`config.mk`:
```
export PLATFORM = sky130hd
export DESIGN_NAME = pvsc_ctrl
export DESIGN_NICKNAME = d
export VERILOG_FILES = /design/src/pvsc_pkg.sv /design/src/pvsc_ctrl.sv /design/src/pvsc_ramp.sv
export SDC_FILE = /design/constraint.sdc
export NUM_CORES = 1
export LEC_CHECK = 0
export ABC_AREA = 0
export BUFFER_PORTS_ARGS = -buffer_cell sky130_fd_sc_hd__buf_2
export CAP_MARGIN = 0
export CORE_MARGIN = 3
export CORE_UTILIZATION = 45
export CTS_BUF_LIST = sky130_fd_sc_hd__clkbuf_4
export CTS_CLUSTER_DIAMETER = 200
export DETAILED_ROUTE_END_ITERATION = 6
export PLACE_DENSITY = 0.63
export SETUP_SLACK_MARGIN = 0.3
export SLEW_MARGIN = 20
export SYNTH_ARGS = -nofsm -noshare
export SYNTH_HDL_FRONTEND = slang
export SYNTH_SLANG_ARGS = --single-unit
```
`constraint.sdc`:
```
create_clock -name clk_sys -period 6.1 [get_ports clk_sys]
set_input_delay 0.305 -clock clk_sys [delete_from_list [all_inputs] [get_ports clk_sys]]
set_output_delay 0.305 -clock clk_sys [all_outputs]
set_load 0.01 [all_outputs]
```
`src/pvsc_pkg.sv`:
```
// constants and carriers for the profile velocity sub-mode control block
package pvsc_pkg;

	// ==========================================
	// command object
	localparam logic [15:0] CMD_INDEX = 16'h6040;
	localparam logic [15:0] CMD_RESET = 16'h0000;
	localparam int HALT_BIT = 8;
	localparam int SUBMODE_LSB = 12;
	localparam int SUBMODE_MSB = 13;

	// ==========================================
	// sub-mode encodings
	localparam logic [1:0] SM_POS = 2'h0;
	localparam logic [1:0] SM_SPD = 2'h1;
	localparam logic [1:0] SM_PUSH = 2'h2;
	localparam logic [1:0] SM_TORQ = 2'h3;

	// ==========================================
	// stop method codes
	localparam logic [15:0] STOP_DECEL = 16'h0001;

	// ==========================================
	// tuning defaults
	localparam logic [31:0] RAMP_STEP_DEF = 32'h0000_0010;
	localparam logic [31:0] DEV_LIMIT_DEF = 32'h0000_0200;
	localparam int OVL_CYCLES_DEF = 1000;
	localparam int CORR_SHIFT_DEF = 2;

	typedef logic signed [31:0] pvsc_speed_t;

	// ==========================================
	// carriers
	typedef struct packed {
		logic ovl_alarm;
		logic dev_alarm;
		logic pressing;
		logic at_speed;
		logic speed_zero;
	} pvsc_status_s;

	typedef struct packed {
		logic wr;
		logic rd;
		logic [15:0] index;
		logic [15:0] wdata;
	} pvsc_cmd_s;

	typedef enum logic [1:0] {
		RS_IDLE,
		RS_RAMP,
		RS_HOLD,
		RS_HALT
	} pvsc_run_e;

endpackage

```
`src/pvsc_ctrl.sv`:
```
// profile velocity sub-mode control: command word decode, ramp, alarms
// Operation
// sub-mode comes from command bits 13:12 and applies at once
// command bit 8 set stops motion by the chosen stop method; sub-mode 11 always stops at once, whatever the stop method
// sub-modes 00, 01, 10 launch at launch speed then ramp and hold
// sub-mode 00 raises overload or deviation alarm under excess load
// sub-mode 00 corrects sudden deviation, possibly accelerating sharply
// sub-mode 01 raises only overload, never a deviation alarm
// sub-mode 10 presses on the load without alarming
// sub-mode 11 steps straight to commanded speed and presses on
// master backs off 3.6 degrees before stopping a press; pvsc_master has no back-off, the bench only drops load_over_torque and pos_dev
// master keeps next drive current at or below press limit; the project models no drive current or press limit
`timescale 1ns/100ps
module pvsc_ctrl
#(
	parameter pvsc_pkg::pvsc_speed_t RAMP_STEP = pvsc_pkg::RAMP_STEP_DEF,
	parameter pvsc_pkg::pvsc_speed_t DEV_LIMIT = pvsc_pkg::DEV_LIMIT_DEF,
	parameter int OVL_CYCLES = pvsc_pkg::OVL_CYCLES_DEF,
	parameter int CORR_SHIFT = pvsc_pkg::CORR_SHIFT_DEF
)
(
	// clock and reset
	input wire logic clk_sys,
	input wire logic rst_n,
	// command object access
	input wire pvsc_pkg::pvsc_cmd_s cmd,
	output logic [15:0] cmd_rdata_r,
	output logic cmd_rack_r,
	// motion settings
	input wire pvsc_pkg::pvsc_speed_t commanded_speed,
	input wire pvsc_pkg::pvsc_speed_t launch_speed,
	input wire logic [15:0] stop_method_code,
	// motor feedback
	input wire pvsc_pkg::pvsc_speed_t pos_dev,
	input wire logic load_over_torque,
	input wire logic alarm_clr,
	// motion outputs
	output pvsc_pkg::pvsc_speed_t speed_cmd_r,
	output logic [15:0] cmd_word_r,
	output pvsc_pkg::pvsc_status_s status_r
);

	typedef struct packed {
		logic [15:0] cmd_word;
		logic [15:0] rdata;
		logic rack;
		pvsc_pkg::pvsc_speed_t speed_cmd;
		logic [31:0] ovl_cnt;
		pvsc_pkg::pvsc_run_e run;
		pvsc_pkg::pvsc_status_s st;
	} pvsc_ctrl_s;

	pvsc_ctrl_s r;
	pvsc_ctrl_s n;

	logic wr_hit;
	logic [1:0] sub_mode;
	logic halt;
	logic stopping;
	logic bypass;
	logic running;
	logic dev_big;
	pvsc_pkg::pvsc_speed_t ramp_tgt;
	pvsc_pkg::pvsc_speed_t ramp_speed;
	pvsc_pkg::pvsc_speed_t abs_dev;

	function automatic logic is_press(input logic [1:0] m);
		is_press = (m == pvsc_pkg::SM_PUSH) || (m == pvsc_pkg::SM_TORQ);
	endfunction

	// ==========================================
	// decode
	assign wr_hit = cmd.wr && (cmd.index == pvsc_pkg::CMD_INDEX);
	assign sub_mode = r.cmd_word[pvsc_pkg::SUBMODE_MSB:pvsc_pkg::SUBMODE_LSB];
	assign halt = r.cmd_word[pvsc_pkg::HALT_BIT];
	assign stopping = halt || r.st.ovl_alarm || r.st.dev_alarm;
	assign ramp_tgt = stopping ? '0 : commanded_speed;
	// torque mode has no ramps at all; other stops follow the stop method
	assign bypass = (sub_mode == pvsc_pkg::SM_TORQ) ||
		(stopping && stop_method_code != pvsc_pkg::STOP_DECEL);
	assign running = (ramp_speed != 0);
	assign abs_dev = (pos_dev < 0) ? -pos_dev : pos_dev;
	assign dev_big = abs_dev > DEV_LIMIT;

	pvsc_ramp u_ramp
	(
		.clk_sys(clk_sys),
		.rst_n(rst_n),
		.target(ramp_tgt),
		.floor_mag(launch_speed),
		.step(RAMP_STEP),
		.bypass(bypass),
		.speed(ramp_speed)
	);

	// ==========================================
	// next state
	always_comb
	begin
		n = r;
		n.rack = cmd.rd;
		n.rdata = (cmd.rd && cmd.index == pvsc_pkg::CMD_INDEX) ? r.cmd_word : '0;
		if (wr_hit)
			n.cmd_word = cmd.wdata;
		// load beyond torque: counted only where an overload is an alarm
		if (running && load_over_torque && !is_press(sub_mode))
			n.ovl_cnt = (r.ovl_cnt >= 32'(OVL_CYCLES - 1)) ? r.ovl_cnt : r.ovl_cnt + 32'h0000_0001;
		else
			n.ovl_cnt = '0;
		if (alarm_clr)
		begin
			n.st.ovl_alarm = 1'b0;
			n.st.dev_alarm = 1'b0;
		end
		// set wins over a clear in the same cycle
		if (r.ovl_cnt >= 32'(OVL_CYCLES - 1))
			n.st.ovl_alarm = 1'b1;
		if (running && dev_big && sub_mode == pvsc_pkg::SM_POS)
			n.st.dev_alarm = 1'b1;
		n.st.pressing = running && load_over_torque && is_press(sub_mode);
		// deviation feeds forward so lost steps are made up, at a speed spike
		if (sub_mode == pvsc_pkg::SM_POS && running && !stopping)
			n.speed_cmd = ramp_speed + (pos_dev >>> CORR_SHIFT);
		else
			n.speed_cmd = ramp_speed;
		if (!running)
			n.run = pvsc_pkg::RS_IDLE;
		else if (stopping)
			n.run = pvsc_pkg::RS_HALT;
		else if (ramp_speed == commanded_speed)
			n.run = pvsc_pkg::RS_HOLD;
		else
			n.run = pvsc_pkg::RS_RAMP;
		n.st.at_speed = (n.run == pvsc_pkg::RS_HOLD);
		n.st.speed_zero = !running;
	end

	always_ff @(posedge clk_sys or negedge rst_n)
	begin
		if (!rst_n)
		begin
			r <= '0;
			r.cmd_word <= pvsc_pkg::CMD_RESET;
			r.run <= pvsc_pkg::RS_IDLE;
			r.st.speed_zero <= 1'b1;
		end
		else
			r <= n;
	end

	assign cmd_word_r = r.cmd_word;
	assign cmd_rdata_r = r.rdata;
	assign cmd_rack_r = r.rack;
	assign speed_cmd_r = r.speed_cmd;
	assign status_r = r.st;

	// ==========================================
	// checks
	property p_submode_now;
		@(posedge clk_sys) disable iff (!rst_n)
		wr_hit |=> (sub_mode == $past(cmd.wdata[13:12]));
	endproperty
	a_submode_now: assert property (p_submode_now) else $error("sub-mode not taken");

	property p_halt_stop;
		@(posedge clk_sys) disable iff (!rst_n)
		(halt && stop_method_code != pvsc_pkg::STOP_DECEL) [*2] |-> (ramp_speed == 0);
	endproperty
	a_halt_stop: assert property (p_halt_stop) else $error("halt did not stop");

	property p_launch;
		@(posedge clk_sys) disable iff (!rst_n)
		(!running && !stopping && sub_mode != pvsc_pkg::SM_TORQ && launch_speed > 0
			&& commanded_speed > launch_speed) |=> (ramp_speed == $past(launch_speed));
	endproperty
	a_launch: assert property (p_launch) else $error("launch speed wrong");

	property p_pos_dev_alarm;
		@(posedge clk_sys) disable iff (!rst_n)
		(running && dev_big && sub_mode == pvsc_pkg::SM_POS) |=> r.st.dev_alarm;
	endproperty
	a_pos_dev_alarm: assert property (p_pos_dev_alarm) else $error("no deviation alarm");

	property p_correct;
		@(posedge clk_sys) disable iff (!rst_n)
		(sub_mode == pvsc_pkg::SM_POS && running && !stopping && (pos_dev >>> CORR_SHIFT) > 0)
			|=> (speed_cmd_r > $past(ramp_speed));
	endproperty
	a_correct: assert property (p_correct) else $error("deviation not corrected");

	property p_spd_no_dev;
		@(posedge clk_sys) disable iff (!rst_n)
		(sub_mode == pvsc_pkg::SM_SPD && !r.st.dev_alarm) |=> !r.st.dev_alarm;
	endproperty
	a_spd_no_dev: assert property (p_spd_no_dev) else $error("deviation alarm in speed mode");

	property p_push_quiet;
		@(posedge clk_sys) disable iff (!rst_n)
		(sub_mode == pvsc_pkg::SM_PUSH && !r.st.ovl_alarm && !r.st.dev_alarm)
			|=> (!r.st.ovl_alarm && !r.st.dev_alarm);
	endproperty
	a_push_quiet: assert property (p_push_quiet) else $error("alarm while pressing");

	property p_torq_step;
		@(posedge clk_sys) disable iff (!rst_n)
		(sub_mode == pvsc_pkg::SM_TORQ && !stopping) |=> (ramp_speed == $past(commanded_speed));
	endproperty
	a_torq_step: assert property (p_torq_step) else $error("torque mode ramped");

	property p_ovl_set;
		@(posedge clk_sys) disable iff (!rst_n)
		(r.ovl_cnt >= 32'(OVL_CYCLES - 1)) |=> status_r.ovl_alarm;
	endproperty
	a_ovl_set: assert property (p_ovl_set) else $error("no overload alarm");

	property p_press_flag;
		@(posedge clk_sys) disable iff (!rst_n)
		(running && load_over_torque && is_press(sub_mode)) |=> status_r.pressing;
	endproperty
	a_press_flag: assert property (p_press_flag) else $error("pressing not shown");

	property p_at_speed;
		@(posedge clk_sys) disable iff (!rst_n)
		(running && !stopping && ramp_speed == commanded_speed) |=> status_r.at_speed;
	endproperty
	a_at_speed: assert property (p_at_speed) else $error("hold not shown");

endmodule

```
`src/pvsc_ramp.sv`:
```
// speed ramp generator with launch speed and direct step
`timescale 1ns/100ps
module pvsc_ramp
(
	// clock and reset
	input wire logic clk_sys,
	input wire logic rst_n,
	// control
	input wire pvsc_pkg::pvsc_speed_t target,
	input wire pvsc_pkg::pvsc_speed_t floor_mag,
	input wire pvsc_pkg::pvsc_speed_t step,
	input wire logic bypass,
	// result
	output pvsc_pkg::pvsc_speed_t speed
);

	typedef struct packed {
		pvsc_pkg::pvsc_speed_t cur;
	} pvsc_ramp_s;

	pvsc_ramp_s r;
	pvsc_ramp_s n;
	pvsc_pkg::pvsc_speed_t abs_cur;
	pvsc_pkg::pvsc_speed_t abs_tgt;
	pvsc_pkg::pvsc_speed_t mag;

	always_comb
	begin
		n = r;
		abs_cur = (r.cur < 0) ? -r.cur : r.cur;
		abs_tgt = (target < 0) ? -target : target;
		mag = (abs_tgt < floor_mag) ? abs_tgt : floor_mag;
		if (bypass)
			n.cur = target;
		else if (r.cur == 0 && target != 0)
			n.cur = (target < 0) ? -mag : mag;
		// a stepper can drop out from below its launch speed
		else if (target == 0 && abs_cur <= floor_mag)
			n.cur = '0;
		else if (r.cur < target)
			n.cur = (target - r.cur > step) ? r.cur + step : target;
		else if (r.cur > target)
			n.cur = (r.cur - target > step) ? r.cur - step : target;
	end

	always_ff @(posedge clk_sys or negedge rst_n)
	begin
		if (!rst_n)
			r <= '0;
		else
			r <= n;
	end

	assign speed = r.cur;

endmodule

```
==> run metrics <==
Core Box Area 40,400 um2; Die W 210 um; Fillers 3,904; Root Buffer clkbuf_4; FF-to-FF setup slack 0.13 ns; clk_skew around 0.059 ns; Register-to-Register Path Depth 25; GRT Util Overall 0.355; Netlist Area Pre-Place 18,700 um2; WHS around 0.065 ns; Crit path required time between 6 and 7 ns; Port-buffer cells 219; DP HPWL ~65,000 um; fin nets 3,122; Initial DRT Pass Iterations 6; Die Area 44,000 um2; setup violators final 0; area grow syn2layout 18.8%; synthesis-stage register bit count 134; DR iter-0 viols roughly 2,300; Peak VDD IR about 0.12 mV; Most used DFF post-synth dfrtp_1; status finished, final reports clean; Avg Cell Area, Syn 7.42 um2; FF-to-FF Start status_r[3]; Synth area leaders dfrtp_1 (18%), ha_1 (11%), xnor2_1 (6.1%); Worst Path Arrival 6.55 ns; CTS H-tree depth 4; clk buf depth 2; slowest cell on the critical path or4b_4; pins over their slew limit 0; vias in the first global route 20,100; Post-synth EDFFs 0; post-synthesis cell count 2,515; Routed WL 81,200 um; Residual DRC 0; final worst path period share 0.979; Max-cap violations 0; Max-slew headroom 0.370; Leak 10.9 nW; vias after detailed routing 21,200; Reg area between 3000 and 4000 um2; Worst Path Max Fanout 7; largest net degree at the start of global routing 82; Setup crit end kind flop; Power, Total around 2.6 mW; top-count cell post-synth nand2_1; critical path class reg2reg; clock sink count 134; actual slew at the worst max-slew pin 0.941 ns; share of post-route cells with drive strength above 1 0.222; Yosys top cell area share 0.178; Multi-input gate area 14,200 um2; starting density of the core 0.463; first-pass GRT wire length 121,000 um; syn_nets 2,831; final core occ 0.550; Max stage delay on crit path 0.57 ns; Synth top cells by count nand2_1 (228), nor2_1 (208), o21ai_0 (173); startpoint types flop; sequential fraction of the synthesis area 0.180; setup TNS 0 ns; Hold Crit Depth 3; Num CTS Buffers 17; initial antenna violation count 3; FMAX 167 MHz; YS warnings 0; Tmin final between 5 and 6 ns; worst skew pair latency 0.70 ns; Final Hold Fails 0; hold path start pos_dev[2]; routed len/inst 24.3 um; RSZ-0062 raised after global routing true; CTS clock-pin slew for the worst setup and hold paths 0.15 ns; post-route ant nets 0; die height 210 um; Yosys top cell by area dfrtp_1; Min-Delay Path Class in2reg; Unique masters post-synth 95; vias per std cell 6.33; TritonCTS clock tree yes; total global routing overflow 0; cell row count 73; Synth async-reset ratio 1.00; io pins 220; GPL Wtd Cong 1.02; P per Cell Area about 120 nW/um2; Reg2Reg Capture Point u_ramp.speed[30]; Hold EP speed_cmd_r[0]
[registers in the layout, indices dropped and copies added (netlist names)]
name          cells
cmd_rack_r        1
cmd_rdata_r      16
cmd_word_r       16
r                32
speed_cmd_r      32
status_r          5
u_ramp.speed     32
[metal layers]
metal  up-vias  global-route usage  share of wire
met3       245              0.0777           0.10
met2      1204               0.561           0.44
li1       9663                   -              -
met1     10100               0.461           0.40
met5         -                   0              0
met4         0               0.163          0.051
[cell usage in the layout (no fill, tap or decap), drive strengths merged, types with 72 or more instances in the layout]
cell and n:
nor3 81, nand3 72, nand2 228, buf 459
dfrtp 133, xnor2 130, xor2 90, a21oi 172
o21ai 180, ha 164, nor2 209, inv 145
[worst max path at each step]
stage,from,end,depth (start not counted)
6_report,status_r[3],u_ramp.speed[30],25
2_1_floorplan,cmd_word_r[8],u_ramp.speed[28],23
3_5_place_dp,commanded_speed[20],u_ramp.speed[22],22
5_1_grt,status_r[3],u_ramp.speed[30],25
4_1_cts,status_r[4],u_ramp.speed[30],24
3_3_place_gp,commanded_speed[20],u_ramp.speed[30],22
[power breakdown]
group	switching, mW	total (mW)	internal, mW
clock network	0.425	0.636	0.211
registers	0.0299	0.995	0.965
logic	0.593	1.01	0.417
total	1.05	2.64	1.59
[per-stage QoR]
stage	cell area, um2	instances	setup WS, ns
after global placement	21100	3269	0.172
after detailed placement	21100	3269	0.0942
final	22200	3345	0.129
after global routing	22200	3345	-0.00471
after CTS	21500	3320	0.307
after floorplan	18700	2515	0.310
[logic make-up after synthesis]
family	Yosys count	synth area share
xor+xnor	220	0.103
fa+ha+maj	166	0.112
buf+inv	346	0.0853
simple gates	886	0.237
mux	73	0.0412
flops	134	0.180
compound gates	690	0.242
[what timing repair did]
| item | 4_1_cts | 5_1_grt |
|---|---|---|
| endpoints found under the setup margin | 5 | 29 |
| endpoints found under the hold margin | 104 | 0 |
| buffers inserted | 0 | 23 |
| gates cloned | 0 | 1 |
| hold buffers | 19 | 0 |
| pin swaps | 1 | 40 |
| gates resized for setup | 4 | 97 |
[worst max-delay path: cells and delay by family, from the launching register on]
kind	cells	cell delay, ns
buffers and inverters	4	0.62
and+or+nand+nor	7	1.94
adders and majority gates	2	0.51
muxes	1	0.22
xor gates and xnor gates	2	0.32
DFF	1	0.43
AOI/OAI and AO/OA	9	1.80
[layout make-up]
cell class | count | area share
diodes | 1 | 0.000113
clock inverters | 15 | 0.00626
flip-flops and latches | 134 | 0.151
repair buffers | 478 | 0.145
clock buffers | 17 | 0.00575
well taps | 525 | 0.0296
multi-input cells | 2035 | 0.638
inverters | 140 | 0.0237
Note: power is estimated with default switching activity, not from simulation.
